`src/rtl/chss_pkg.sv`:
```
package chss_pkg;

  // Frequencies are held in units of 0.01 Hz
  localparam int          FREQ_W          = 16;
  localparam int          PRESET_N        = 8;
  localparam logic [15:0] FREQ_MAX        = 16'h9C40;  // 400 Hz
  localparam logic [15:0] HOLD_FREQ_CAP   = 16'h0BB8;  // 30 Hz
  localparam logic [15:0] CARRIER_FREQ_TH = 16'h012C;  // 3 Hz
  localparam logic [15:0] SETTING_OFF     = 16'h270F;  // 9999
  localparam logic [15:0] STALL_MAX       = 16'h00C8;  // 200 %
  localparam logic [15:0] EXCITE_MAX      = 16'h012C;  // 300 %
  localparam logic [15:0] EXCITE_UNITY    = 16'h0064;  // 100 %
  localparam logic [15:0] CARRIER_MAX     = 16'h0009;

  // Register byte offsets
  localparam logic [7:0] OFS_CTRL    = 8'h00;
  localparam logic [7:0] OFS_PRESET  = 8'h04;  // 8 words, 0x04..0x20
  localparam logic [7:0] OFS_STALL   = 8'h24;
  localparam logic [7:0] OFS_EXCITE  = 8'h28;
  localparam logic [7:0] OFS_CARRIER = 8'h2C;
  localparam logic [7:0] OFS_STATUS  = 8'h30;

  // Control register fields
  localparam int CTRL_HOLD_EN   = 0;
  localparam int CTRL_REMOTE_LO = 1;   // two bits
  localparam int CTRL_PANEL     = 3;
  localparam int CTRL_COMBINED  = 4;
  localparam int CTRL_PID       = 5;
  localparam int CTRL_AUTO_ACC  = 6;
  localparam int CTRL_WRSEL_LO  = 8;   // two bits
  localparam logic [1:0] WRSEL_RUN_OK = 2'h2;

  // Preset slots
  localparam logic [2:0] IDX_LOW  = 3'h0;
  localparam logic [2:0] IDX_MID  = 3'h1;
  localparam logic [2:0] IDX_HIGH = 3'h2;
  localparam logic [2:0] IDX_S4   = 3'h3;
  localparam logic [2:0] IDX_S5   = 3'h4;
  localparam logic [2:0] IDX_S6   = 3'h5;
  localparam logic [2:0] IDX_S7   = 3'h6;
  localparam logic [2:0] IDX_JOG  = 3'h7;

  // Reset values
  localparam logic [15:0] RST_LOW_SPEED = 16'h03E8;  // 10 Hz
  localparam logic [15:0] RST_PRESET    = 16'h0000;
  localparam logic [15:0] RST_NORM_STALL = 16'h0096; // 150 %
  localparam logic [15:0] RST_SEC_STALL = 16'h270F;
  localparam logic [15:0] RST_EXCITE    = 16'h270F;
  localparam logic [3:0]  RST_NORM_CARR = 4'h1;
  localparam logic [15:0] RST_CONT_CARR = 16'h270F;

  typedef enum logic [3:0] {
    CHSS_SRC_ANALOG, CHSS_SRC_LOW, CHSS_SRC_MID, CHSS_SRC_HIGH,
    CHSS_SRC_S4, CHSS_SRC_S5, CHSS_SRC_S6, CHSS_SRC_S7, CHSS_SRC_JOG
  } chss_src_e;

  function automatic logic [2:0] chss_src_idx(input chss_src_e s);
    unique case (s)
      CHSS_SRC_LOW:  chss_src_idx = IDX_LOW;
      CHSS_SRC_MID:  chss_src_idx = IDX_MID;
      CHSS_SRC_HIGH: chss_src_idx = IDX_HIGH;
      CHSS_SRC_S4:   chss_src_idx = IDX_S4;
      CHSS_SRC_S5:   chss_src_idx = IDX_S5;
      CHSS_SRC_S6:   chss_src_idx = IDX_S6;
      CHSS_SRC_S7:   chss_src_idx = IDX_S7;
      CHSS_SRC_JOG:  chss_src_idx = IDX_JOG;
      default:       chss_src_idx = IDX_LOW;
    endcase
  endfunction

endpackage

```
`src/rtl/chss_sel_if.sv`:
```
interface chss_sel_if;
  logic      high;
  logic      mid;
  logic      low;
  logic      second;
  logic      jog;
  logic      hold_allowed;
  chss_pkg::chss_src_e src;
  logic      hold_req;

  modport top (output high, mid, low, second, jog, hold_allowed,
               input  src, hold_req);
  modport dec (input  high, mid, low, second, jog, hold_allowed,
               output src, hold_req);
endinterface

```
`src/rtl/chss_speed_decode.sv`:
```
module chss_speed_decode
  import chss_pkg::*;
(
  chss_sel_if.dec sel
);

  always_comb begin
    sel.hold_req = 1'b0;
    if (sel.jog) begin
      sel.src = CHSS_SRC_JOG;
    end else if (sel.low && sel.second) begin
      sel.src      = CHSS_SRC_LOW;
      sel.hold_req = sel.hold_allowed;
    end else if (!sel.low) begin
      // Without low, second function steers neither the hold entry nor the speed
      unique case ({sel.high, sel.mid})
        2'b11:   sel.src = CHSS_SRC_S6;
        2'b10:   sel.src = CHSS_SRC_HIGH;
        2'b01:   sel.src = CHSS_SRC_MID;
        default: sel.src = CHSS_SRC_ANALOG;
      endcase
    end else begin
      unique case ({sel.high, sel.mid})
        2'b11:   sel.src = CHSS_SRC_S7;
        2'b10:   sel.src = CHSS_SRC_S5;
        2'b01:   sel.src = CHSS_SRC_S4;
        default: sel.src = CHSS_SRC_LOW;
      endcase
    end
  end

endmodule // chss_speed_decode

```
`src/rtl/chss_top.sv`:
```
// Contract
// Hold-select setting: 0 normal, 1 stop-on-contact; resets to 0.
// Enabled: hold begins once low-speed and second-function both asserted.
// Either of those inputs released returns to normal operation.
// Hold runs at the low-speed setting, whatever speed came before.
// Low-speed setting 0..400 Hz, default 10 Hz; hold caps it at 30 Hz.
// Hold uses second stall level 0..200 %; 9999 falls back to normal.
// Excitation multiplier 0..300 % applies only in hold; 9999 disables.
// Hold carrier used only at 3 Hz or below; 9999 uses normal.
// Excitation multiplier writable while running even with write select 0.
// Controller sets external mode and flux vector control before use.
// Panel, jog, combined, PID, remote or auto-accel modes block hold.
// Remote setting selection 1 to 3 blocks hold.
// Jog input selects jog frequency over every other input.
// Low-speed plus second-function selects low speed, high/mid ignored.
// Second-function alone or no inputs selects the analog input.
// Without low/jog, second ignored; high, mid, both give high/mid/6.
// With low, no second: all three speed 7, high 5, mid 4.
// Single high, mid or low input selects that multi-speed setting.
// Selection and mode outputs are registered, one cycle after inputs; pin inputs take two more cycles through the synchronisers.
module chss_top
  import chss_pkg::*;
(
  input  wire logic        clk_i,
  input  wire logic        rst_i,
  input  wire logic [7:0]  wb_adr_i,
  input  wire logic [31:0] wb_dat_i,
  input  wire logic [3:0]  wb_sel_i,
  input  wire logic        wb_we_i,
  input  wire logic        wb_cyc_i,
  input  wire logic        wb_stb_i,
  output logic      [31:0] wb_dat_o,
  output logic             wb_ack_o,
  input  wire logic        high_speed_select_in_i,
  input  wire logic        mid_speed_select_in_i,
  input  wire logic        low_speed_select_in_i,
  input  wire logic        second_function_in_i,
  input  wire logic        jog_select_in_i,
  input  wire logic        running_i,
  input  wire logic [15:0] analog_freq_i,
  input  wire logic [15:0] output_freq_i,
  output logic      [15:0] freq_cmd_o,
  output chss_src_e        freq_src_o,
  output logic             contact_hold_o,
  output logic      [15:0] stall_level_o,
  output logic      [15:0] excitation_mult_o,
  output logic             excitation_comp_o,
  output logic       [3:0] carrier_o,
  output logic             fast_limit_en_o
);

  // Contact pins: two-stage synchronisers, stage one read only by stage two
  logic [4:0] pin_meta;
  logic [4:0] pin_sync;
  logic [4:0] next_pin_meta;
  logic [4:0] next_pin_sync;

  always_comb begin
    next_pin_meta = {jog_select_in_i, second_function_in_i,
                     low_speed_select_in_i, mid_speed_select_in_i,
                     high_speed_select_in_i};
    next_pin_sync = pin_meta;
  end

  always_ff @(posedge clk_i) begin
    if (rst_i) begin
      pin_meta <= 5'h00;
      pin_sync <= 5'h00;
    end else begin
      pin_meta <= next_pin_meta;
      pin_sync <= next_pin_sync;
    end
  end

  // Register file
  logic [9:0]  ctrl;
  logic [15:0] preset [PRESET_N];
  logic [15:0] norm_stall;
  logic [15:0] sec_stall;
  logic [15:0] excite;
  logic [3:0]  norm_carr;
  logic [15:0] cont_carr;
  logic [9:0]  next_ctrl;
  logic [15:0] next_preset [PRESET_N];
  logic [15:0] next_norm_stall;
  logic [15:0] next_sec_stall;
  logic [15:0] next_excite;
  logic [3:0]  next_norm_carr;
  logic [15:0] next_cont_carr;
  logic [31:0] next_dat;
  logic        next_ack;
  logic [31:0] wr_word;
  logic        wr_go;
  logic        wr_cfg_ok;

  function automatic logic [31:0] lane_merge(input logic [31:0] old,
                                             input logic [31:0] nw,
                                             input logic [3:0]  be);
    logic [31:0] r;
    r = old;
    for (int b = 0; b < 4; b++) begin
      if (be[b]) begin
        r[b*8 +: 8] = nw[b*8 +: 8];
      end
    end
    return r;
  endfunction

  function automatic logic in_range(input logic [15:0] v,
                                    input logic [15:0] max,
                                    input logic        off_ok);
    return (v <= max) || (off_ok && v == SETTING_OFF);
  endfunction

  // Status word assembled from registered outputs
  logic [31:0] status_word;
  assign status_word = {20'h0_0000, fast_limit_en_o, excitation_comp_o,
                        contact_hold_o, 5'h00, 4'(freq_src_o)};

  always_comb begin
    next_ack        = wb_cyc_i && wb_stb_i && !wb_ack_o;
    wr_go           = next_ack && wb_we_i;
    // Settings other than the excitation multiplier are frozen while running unless write select is 2
    wr_cfg_ok       = !running_i ||
                      (ctrl[CTRL_WRSEL_LO +: 2] == WRSEL_RUN_OK);
    next_ctrl       = ctrl;
    next_preset     = preset;
    next_norm_stall = norm_stall;
    next_sec_stall  = sec_stall;
    next_excite     = excite;
    next_norm_carr  = norm_carr;
    next_cont_carr  = cont_carr;
    next_dat        = 32'h0000_0000;
    wr_word         = 32'h0000_0000;
    unique case (wb_adr_i)
      OFS_CTRL: begin
        next_dat = {22'h00_0000, ctrl};
        wr_word  = lane_merge(next_dat, wb_dat_i, wb_sel_i);
        if (wr_go && wr_cfg_ok) begin
          next_ctrl = wr_word[9:0];
        end
      end
      OFS_STALL: begin
        next_dat = {sec_stall, norm_stall};
        wr_word  = lane_merge(next_dat, wb_dat_i, wb_sel_i);
        if (wr_go && wr_cfg_ok &&
            in_range(wr_word[15:0], STALL_MAX, 1'b0) &&
            in_range(wr_word[31:16], STALL_MAX, 1'b1)) begin
          next_norm_stall = wr_word[15:0];
          next_sec_stall  = wr_word[31:16];
        end
      end
      OFS_EXCITE: begin
        next_dat = {16'h0000, excite};
        wr_word  = lane_merge(next_dat, wb_dat_i, wb_sel_i);
        if (wr_go && in_range(wr_word[15:0], EXCITE_MAX, 1'b1)) begin
          next_excite = wr_word[15:0];
        end
      end
      OFS_CARRIER: begin
        next_dat = {cont_carr, 12'h000, norm_carr};
        wr_word  = lane_merge(next_dat, wb_dat_i, wb_sel_i);
        if (wr_go && wr_cfg_ok &&
            in_range({12'h000, wr_word[3:0]}, CARRIER_MAX, 1'b0) &&
            in_range(wr_word[31:16], CARRIER_MAX, 1'b1)) begin
          next_norm_carr = wr_word[3:0];
          next_cont_carr = wr_word[31:16];
        end
      end
      OFS_STATUS: begin
        next_dat = status_word;
      end
      default: begin
        // Preset window; any other address reads zero and ignores writes
        for (int i = 0; i < PRESET_N; i++) begin
          if (wb_adr_i == OFS_PRESET + 8'(i * 4)) begin
            next_dat = {16'h0000, preset[i]};
            wr_word  = lane_merge(next_dat, wb_dat_i, wb_sel_i);
            if (wr_go && wr_cfg_ok &&
                in_range(wr_word[15:0], FREQ_MAX, 1'b0)) begin
              next_preset[i] = wr_word[15:0];
            end
          end
        end
      end
    endcase
  end

  always_ff @(posedge clk_i) begin
    if (rst_i) begin
      ctrl       <= 10'h000;
      norm_stall <= RST_NORM_STALL;
      sec_stall  <= RST_SEC_STALL;
      excite     <= RST_EXCITE;
      norm_carr  <= RST_NORM_CARR;
      cont_carr  <= RST_CONT_CARR;
      wb_ack_o   <= 1'b0;
      wb_dat_o   <= 32'h0000_0000;
      for (int i = 0; i < PRESET_N; i++) begin
        preset[i] <= (3'(i) == IDX_LOW) ? RST_LOW_SPEED : RST_PRESET;
      end
    end else begin
      ctrl       <= next_ctrl;
      preset     <= next_preset;
      norm_stall <= next_norm_stall;
      sec_stall  <= next_sec_stall;
      excite     <= next_excite;
      norm_carr  <= next_norm_carr;
      cont_carr  <= next_cont_carr;
      wb_ack_o   <= next_ack;
      wb_dat_o   <= next_dat;
    end
  end

  // Speed source decode
  chss_sel_if sel_bus ();
  logic blocked;

  // External mode and flux vector control are the controller's duty
  always_comb begin
    blocked = ctrl[CTRL_PANEL] || ctrl[CTRL_COMBINED] || ctrl[CTRL_PID] ||
              ctrl[CTRL_AUTO_ACC] ||
              (ctrl[CTRL_REMOTE_LO +: 2] != 2'h0);
    sel_bus.high         = pin_sync[0];
    sel_bus.mid          = pin_sync[1];
    sel_bus.low          = pin_sync[2];
    sel_bus.second       = pin_sync[3];
    sel_bus.jog          = pin_sync[4];
    sel_bus.hold_allowed = ctrl[CTRL_HOLD_EN] && !blocked;
  end

  chss_speed_decode u_decode (
    .sel (sel_bus.dec)
  );

  // Output selection
  logic [15:0] next_freq;
  chss_src_e   next_src;
  logic        next_hold;
  logic [15:0] next_stall;
  logic [15:0] next_exc_mult;
  logic        next_exc_comp;
  logic [3:0]  next_carrier;
  logic [15:0] low_set;

  always_comb begin
    next_hold = sel_bus.hold_req;
    next_src  = sel_bus.src;
    low_set   = preset[IDX_LOW];
    if (next_src == CHSS_SRC_ANALOG) begin
      next_freq = analog_freq_i;
    end else begin
      next_freq = preset[chss_src_idx(next_src)];
    end
    if (next_hold) begin
      // Capped to keep holding torque without driving into the stopper
      next_freq = (low_set > HOLD_FREQ_CAP) ? HOLD_FREQ_CAP :
                  low_set;
    end
    next_stall = (next_hold && sec_stall != SETTING_OFF) ?
                 sec_stall : norm_stall;
    next_exc_comp = next_hold && excite != SETTING_OFF;
    next_exc_mult = next_exc_comp ? excite : EXCITE_UNITY;
    next_carrier  = norm_carr;
    if (next_hold && cont_carr != SETTING_OFF &&
        output_freq_i <= CARRIER_FREQ_TH) begin
      next_carrier = cont_carr[3:0];
    end
  end

  always_ff @(posedge clk_i) begin
    if (rst_i) begin
      freq_cmd_o        <= 16'h0000;
      freq_src_o        <= CHSS_SRC_ANALOG;
      contact_hold_o    <= 1'b0;
      stall_level_o     <= RST_NORM_STALL;
      excitation_mult_o <= EXCITE_UNITY;
      excitation_comp_o <= 1'b0;
      carrier_o         <= RST_NORM_CARR;
      fast_limit_en_o   <= 1'b1;
    end else begin
      freq_cmd_o        <= next_freq;
      freq_src_o        <= next_src;
      contact_hold_o    <= next_hold;
      stall_level_o     <= next_stall;
      excitation_mult_o <= next_exc_mult;
      excitation_comp_o <= next_exc_comp;
      carrier_o         <= next_carrier;
      fast_limit_en_o   <= !next_hold;
    end
  end

endmodule // chss_top

```
`config.mk`:
```
export PLATFORM = sky130hd
export DESIGN_NAME = chss_top
export DESIGN_NICKNAME = d
export VERILOG_FILES = /design/src/rtl/chss_pkg.sv /design/src/rtl/chss_sel_if.sv /design/src/rtl/chss_speed_decode.sv /design/src/rtl/chss_top.sv
export SDC_FILE = /design/constraint.sdc
export NUM_CORES = 1
export LEC_CHECK = 0
export BUFFER_PORTS_ARGS = -buffer_cell sky130_fd_sc_hd__buf_2
export CORE_UTILIZATION = 43
export CTS_CLUSTER_DIAMETER = 50
export DETAILED_ROUTE_END_ITERATION = 6
export SLEW_MARGIN = 15
export SYNTH_ARGS = -nofsm -noshare
export SYNTH_HDL_FRONTEND = slang
export SYNTH_SLANG_ARGS = --single-unit
```
`constraint.sdc`:
```
create_clock -name clk_i -period 2.7 [get_ports clk_i]
set_input_delay 0.405 -clock clk_i [delete_from_list [all_inputs] [get_ports clk_i]]
set_output_delay 0.405 -clock clk_i [all_outputs]
set_load 0.02 [all_outputs]
```
---- After elaboration in Yosys (flattened, before gate mapping) ----
Memory sizes are Yosys's and may differ from the RTL's.
Cells that the tools add are included.
operators by class
  bitwise gates (word level) .............. 3
  magnitude comparators ................... 16
  mux-type cells .......................... 91
  eq/ne operators ......................... 22
  reductions and logical operators ........ 53
operators by type and width
  cell                                                                               number
  8-bit 2-to-1 mux                                                                   64
  32-bit 2-to-1 mux                                                                  7
  32-bit one-hot mux with 5 select lines                                             1
  16-bit <= comparator, second input constant                                        8
  16-bit 2-to-1 mux                                                                  7
  16-bit binary-select mux with 3-bit select                                         1
  16-bit by 14-bit == test with 1-bit output, second input constant                  3
  16-bit by 14-bit != test with 1-bit output, second input constant                  3
  8-bit by 6-bit == test with 1-bit output, second input constant                    5
  8-bit by 5-bit == test with 1-bit output, second input constant                    4
  16-bit by 8-bit <= comparator with 1-bit output, second input constant             2
  16-bit by 9-bit <= comparator with 1-bit output, second input constant             2
  3-bit AND reduction                                                                10
  4-bit 2-to-1 mux                                                                   6
  1-bit logical AND                                                                  23
  3-bit one-hot mux with 3 select lines                                              2
  8-bit by 4-bit == test with 1-bit output, second input constant                    2
  16-bit by 12-bit greater-than comparator with 1-bit output, second input constant  1
  16-bit by 4-bit <= comparator with 1-bit output, second input constant             1
  8-bit by 3-bit == test with 1-bit output, second input constant                    1
  8-bit logical NOT                                                                  1
  1-bit logical OR                                                                   8
  2-bit == test, second input constant                                               3
  2-bit AND reduction                                                                3
  other kinds (12)                                                                   17
storage, ports and cells
  memories kept ........................... 1
  bits in read-only memories .............. 48
  output and inout bits ................... 92
  bits of input ports ..................... 87
  logic and storage cells ................. 213
  register bits after elaboration ......... 308
memory list
  name              depth  bits a word  rd ports  clocked after memory_dff  write ports  RTL line        text
  (name not given)  16     3            1         0                         0            chss_pkg.sv:58  unique case (s)

---- Depth between registers and ports, before layout ----
  depth in word-level cells ............... 13
  depth in mapped cells ................... 15
  depth with buffers taken out ............ 12

---- Hierarchy ----
From an unflattened synthesis, not the netlist that was laid out.
unflattened totals
  cells, all modules ...................... 2,061
  area, all modules ....................... 17,151.4 um^2
by module, submodules not included
  module             instances  cells an instance  area an instance (um^2)
  chss_top           1          2,047              17,058.9
  chss_speed_decode  1          14                 92.6

---- Worst setup path after synthesis ----
No wires, ideal clock.
  path kind ............................... register to register
  start ................................... register pin_sync[0]
  end ..................................... register freq_cmd_o[11]
  stages on the path, launching flop included .. 15
  arrival time ............................ 2.553 ns
  required time ........................... 2.621 ns
  period minus slack after synthesis ...... 2.633 ns
  setup slack ............................. 0.067 ns
  cells stage by stage .................... dfxtp_1 inv_1 o21ai_0 nand2_1 o21ai_0 nand2_1 ha_1 nand2_1 and2_1 buf_2 buf_1 clkbuf_1 mux2i_1 mux2i_1 o211ai_1
between the ends
  longest elaborated chain between the ends .. 13
  elaborated cells between the ends (all ways) .. 17
RTL lines
  element                                                                    RTL line                                          text
  start: declaration                                                         chss_top.sv:54                                    logic [4:0] pin_sync;
  start signal: assignment                                                   chss_top.sv:71                                    pin_sync <= next_pin_sync;
  2-bit by 1-bit == test with 1-bit output or 2-bit == test (tied branches)  chss_speed_decode.sv:16, chss_speed_decode.sv:23
  3-bit one-hot mux with 3 select lines, on equally long branches            chss_speed_decode.sv:16, chss_speed_decode.sv:23
  4-bit 2-to-1 mux *                                                         chss_speed_decode.sv:14                           end else if (!sel.low) begin
  4-bit 2-to-1 mux *                                                         chss_speed_decode.sv:11                           end else if (sel.low && sel.second) begin
  4-bit 2-to-1 mux *                                                         chss_speed_decode.sv:9                            if (sel.jog) begin
  memory 16 x 3 bit                                                          n/a
  3-bit 2-to-1 mux                                                           chss_top.sv:250                                   if (next_src == CHSS_SRC_ANALOG) begin
  3-bit NOT with 4-bit output (implied by the code)                          chss_top.sv:253                                   next_freq = preset[chss_src_idx(next_src)];
  16-bit binary-select mux with 3-bit select                                 chss_top.sv:253
  16-bit 2-to-1 mux (implied by the code) (2 in series)                      chss_top.sv:253
  16-bit 2-to-1 mux *                                                        chss_top.sv:250
  16-bit 2-to-1 mux *                                                        chss_top.sv:255                                   if (next_hold) begin
  end signal: assignment                                                     chss_top.sv:282                                   freq_cmd_o <= next_freq;
  end: declaration                                                           chss_top.sv:42                                    output logic [15:0] freq_cmd_o,
Mark *: on every way between the ends. The rest lies on a longest branch, timed or not. The select of a mux whose other input is x is not followed.
A chain may end at the register's enable or synchronous reset.

---- Worst setup path after layout ----
  start ................................... register pin_sync[0]
  end ..................................... register freq_cmd_o[15]
between the ends
  longest elaborated chain between the ends .. 13
  elaborated cells between the ends (all ways) .. 17
RTL lines
  element                                                                    RTL line                                          text
  2-bit by 1-bit == test with 1-bit output or 2-bit == test (tied branches)  chss_speed_decode.sv:16, chss_speed_decode.sv:23
  3-bit one-hot mux with 3 select lines, on equally long branches            chss_speed_decode.sv:16, chss_speed_decode.sv:23
  4-bit 2-to-1 mux *                                                         chss_speed_decode.sv:14
  4-bit 2-to-1 mux *                                                         chss_speed_decode.sv:11
  4-bit 2-to-1 mux *                                                         chss_speed_decode.sv:9
  named net next_src[1]                                                      chss_top.sv:238                                   chss_src_e next_src;
  memory 16 x 3 bit                                                          n/a
  3-bit 2-to-1 mux                                                           chss_top.sv:250
  3-bit NOT with 4-bit output (implied by the code)                          chss_top.sv:253
  16-bit binary-select mux with 3-bit select                                 chss_top.sv:253
  16-bit 2-to-1 mux (implied by the code) (2 in series)                      chss_top.sv:253
  16-bit 2-to-1 mux *                                                        chss_top.sv:250
  16-bit 2-to-1 mux *                                                        chss_top.sv:255
Mark *: on every way through the listed nets, which the timed path passes. The rest lies on a longest branch. The select of a mux whose other input is x is not followed.

==> flow_summary.json <==
{
  "path_class": "flip-flop to flip-flop",
  "nets": 2248,
  "holdBufCountCts": 0,
  "routed_wl_um": 66000,
  "min_to": "next_pin_sync[4]",
  "clk_latency_ns": 0.57,
  "first_iter_violations": 1720,
  "die_area_um2": 38800,
  "critPathLaunchType": "flip-flop",
  "timing.final.crit_period_ns": 2.58,
  "yosys.area.top_type": "dfxtp_1",
  "top_layer": "met4",
  "synth_cells": 1907,
  "p_leak_uw": 0.00896,
  "clk_pin_slew_worst_paths_ns": 0.06,
  "end_kind": "flip-flop",
  "firstDrtPassIters": 7,
  "ys_top_cells_by_area": "dfxtp_1 (38%), mux2i_1 (12%), nand2_1 (3.8%)",
  "synthTopCellsByCount": "dfxtp_1 (308), mux2i_1 (202), nand2_1 (167), nor2_1 (166), clkbuf_1 (113)",
  "finalSetupViolCount": 0,
  "finalCritPeriodShare": 0.957,
  "yosysMostFrequentCell": "dfxtp_1",
  "worstHoldPathCells": 2,
  "wl_met2_um": 29200,
  "synthArstFlopShare": 0,
  "io_pins": 179,
  "ff2ff_setup_slack_ns": 0.12,
  "grt_max_degree": 100,
  "worstPathArrival_ns": 3.03,
  "vdd_ir_drop_max_mv": 0.454,
  "slew_headroom": 0.422,
  "clockRootBuffer": "clkbuf_16",
  "dr_wl_met3_um": 6100,
  "io_buffer_count": 178,
  "cts.htree.levels": 2,
  "grt_pass1_vias": 15700,
  "status": "finished, violations left",
  "initial_utilization": 0.435,
  "whs_ns": 0.0484,
  "die_h_um": 197,
  "dp_hpwl_um": 48400,
  "grt_pass1_wl_um": 97100,
  "drc_errors": 8,
  "ys_warn_count": 0,
  "cts_tree": "yes",
  "synth_top_cell_area_share": 0.377,
  "finalMaxSlewViolations": 0,
  "synth_edf_count": 0,
  "cp_max_fo": 7,
  "finalClockSkew_ns": 0.0134,
  "vias_per_cell": 6.22,
  "antenna_found_initial": 1,
  "die_width_um": 197,
  "reg2reg_depth": 16,
  "cts-buffers-inserted": 41,
  "syn_avg_cell_area_um2": 8.58,
  "n_fill_cell": 3520,
  "p_total_uw": 11600,
  "coreArea_um2": 37600,
  "regToRegStartpoint": "pin_sync[0]",
  "rows": 71,
  "powerDensity_nw_per_um2": 562,
  "clockBufferDepth": 3,
  "postRouteAntennaNets": 0,
  "holdCritStartpoint": "jog_select_in_i",
  "dr_total_vias": 16800,
  "yosysSeqAreaShare": 0.377,
  "hp-class": "input port to flip-flop",
  "track_usage": 0.330,
  "r2r_end": "freq_cmd_o[15]",
  "cp_data_required_time_ns": 3.14,
  "tightestPinTransition_ns": 0.864,
  "netlist_area_um2": 16400,
  "violations": "design-rule violations",
  "timing_hold_violations_final": 0,
  "area_delta_synth_final_pct": 26.0,
  "syn_nets": 1996,
  "grt.overflow.total": 0,
  "wl_met1_um": 27500,
  "maxCapViolCount": 0,
  "max_freq_mhz": 387,
  "synthDistinctLibCells": 88,
  "synth-main-ff-cell": "dfxtp_1",
  "drive_above_1_share": 0.239,
  "gp_congestion": 0.964,
  "post_drt_wl_per_cell_um": 24.4,
  "cts_sinks": 308,
  "ys_ff_latch": 308
}
## logic make-up (layout without fill, tap and decap cells)
family	after synthesis	count (layout)	share of synthesized area
compound gates	490	490	0.217
xor+xnor	1	1	0.000536
fa+ha+maj	2	2	0.00153
buf+inv	204	488	0.0513
flops	308	308	0.377
mux	212	212	0.131
other cells	0	1	0
simple gates	690	690	0.222
## report_power, final
part | total, uW | switching, uW | internal [uW] | leakage (uW)
logic | 1120 | 716 | 403 | 0.00575
registers | 4600 | 15.3 | 4580 | 0.00249
clock network | 5860 | 2200 | 3660 | 0.000719
## registers in the layout, summed over array words and instances (netlist names)
| register | flops |
|---|---|
| freq_src_o | 4 |
| norm_carr | 4 |
| sec_stall | 16 |
| low_set | 16 |
| norm_stall | 16 |
| excitation_comp_o | 1 |
| pin_sync | 5 |
| preset | 112 |
| next_pin_sync | 5 |
| excitation_mult_o | 16 |
| wb_ack_o | 1 |
| contact_hold_o | 1 |
| wb_dat_o | 32 |
| ctrl | 10 |
| cont_carr | 16 |
| carrier_o | 4 |
| stall_level_o | 16 |
| freq_cmd_o | 16 |
| excite | 16 |
| fast_limit_en_o | 1 |
## per-stage QoR
step                      area (um2)  setup TNS, ns  utilization  setup slack (ns)  cells
after floorplan                16400              0            -            0.0674   1907
after global placement         18800         -0.802        0.501           -0.0610   2611
after detailed placement       18800          -1.30        0.501            -0.141   2611
after CTS                      20300              0        0.541           0.00437   2687
after global routing           20600        -0.0506        0.548           -0.0337   2703
final                          20600              0        0.548             0.115   2703
## placed cells by master, fill, tap and decap left out, types with 52 or more instances in the layout
cell type,synthesis,routed
buf_4,3,162
nand3_1,74,73
a21oi_1,85,85
mux2i_1,202,193
buf_2,30,177
nand2_1,167,166
nor2_1,166,166
o21ai_0,85,83
a32oi_1,52,52
dfxtp_1,308,304
## worst max path at each step
| stage | from | endpoint |
|---|---|---|
| final | pin_sync[0] | freq_cmd_o[15] |
| after global routing | pin_sync[0] | freq_cmd_o[13] |
| after CTS | pin_sync[2] | freq_cmd_o[1] |
| after detailed placement | wb_sel_i[0] | low_set[3] |
| after global placement | wb_dat_i[5] | preset[11] |
| after floorplan | pin_sync[0] | freq_cmd_o[11] |
## routing by layer
metal	vias to the layer above	track usage
li1	7654	-
met1	8064	0.435
met2	921	0.517
met3	172	0.0589
met4	0	0.167
met5	-	0
## timing repair
item | CTS | global route
resized for setup | 2 | 31
setup endpoints to repair | 3 | 16
buffers inserted | 0 | 14
cloned | 1 | 1
pin swaps | 0 | 5
## layout make-up
cell class / instances / area [um2] / share of cell area
Sequential cell: 308 / 6180 / 0.300
Clock buffer: 51 / 1120 / 0.0546
Timing Repair Buffer: 370 / 2710 / 0.131
Clock inverter: 24 / 339 / 0.0165
Antenna cell: 1 / 2.50 / 0.000121
Multi-Input combinational cell: 1395 / 9450 / 0.459
Tap cell: 511 / 639 / 0.0310
Inverter: 43 / 164 / 0.00795
## worst max-delay path: stages (launching register included)
cell and delay, ns:
dfxtp_2 0.34, inv_2 0.08, o21ai_1 0.07, nand2_1 0.07, o21ai_1 0.07, nand2_1 0.09
buf_4 0.12, inv_1 0.03, ha_1 0.18, a311oi_2 0.31, o31a_1 0.24, buf_12 0.17
buf_12 0.14, clkbuf_16 0.17, mux2i_1 0.18, a21o_1 0.13, a31oi_1 0.08
(Power assumes the default switching activity.)
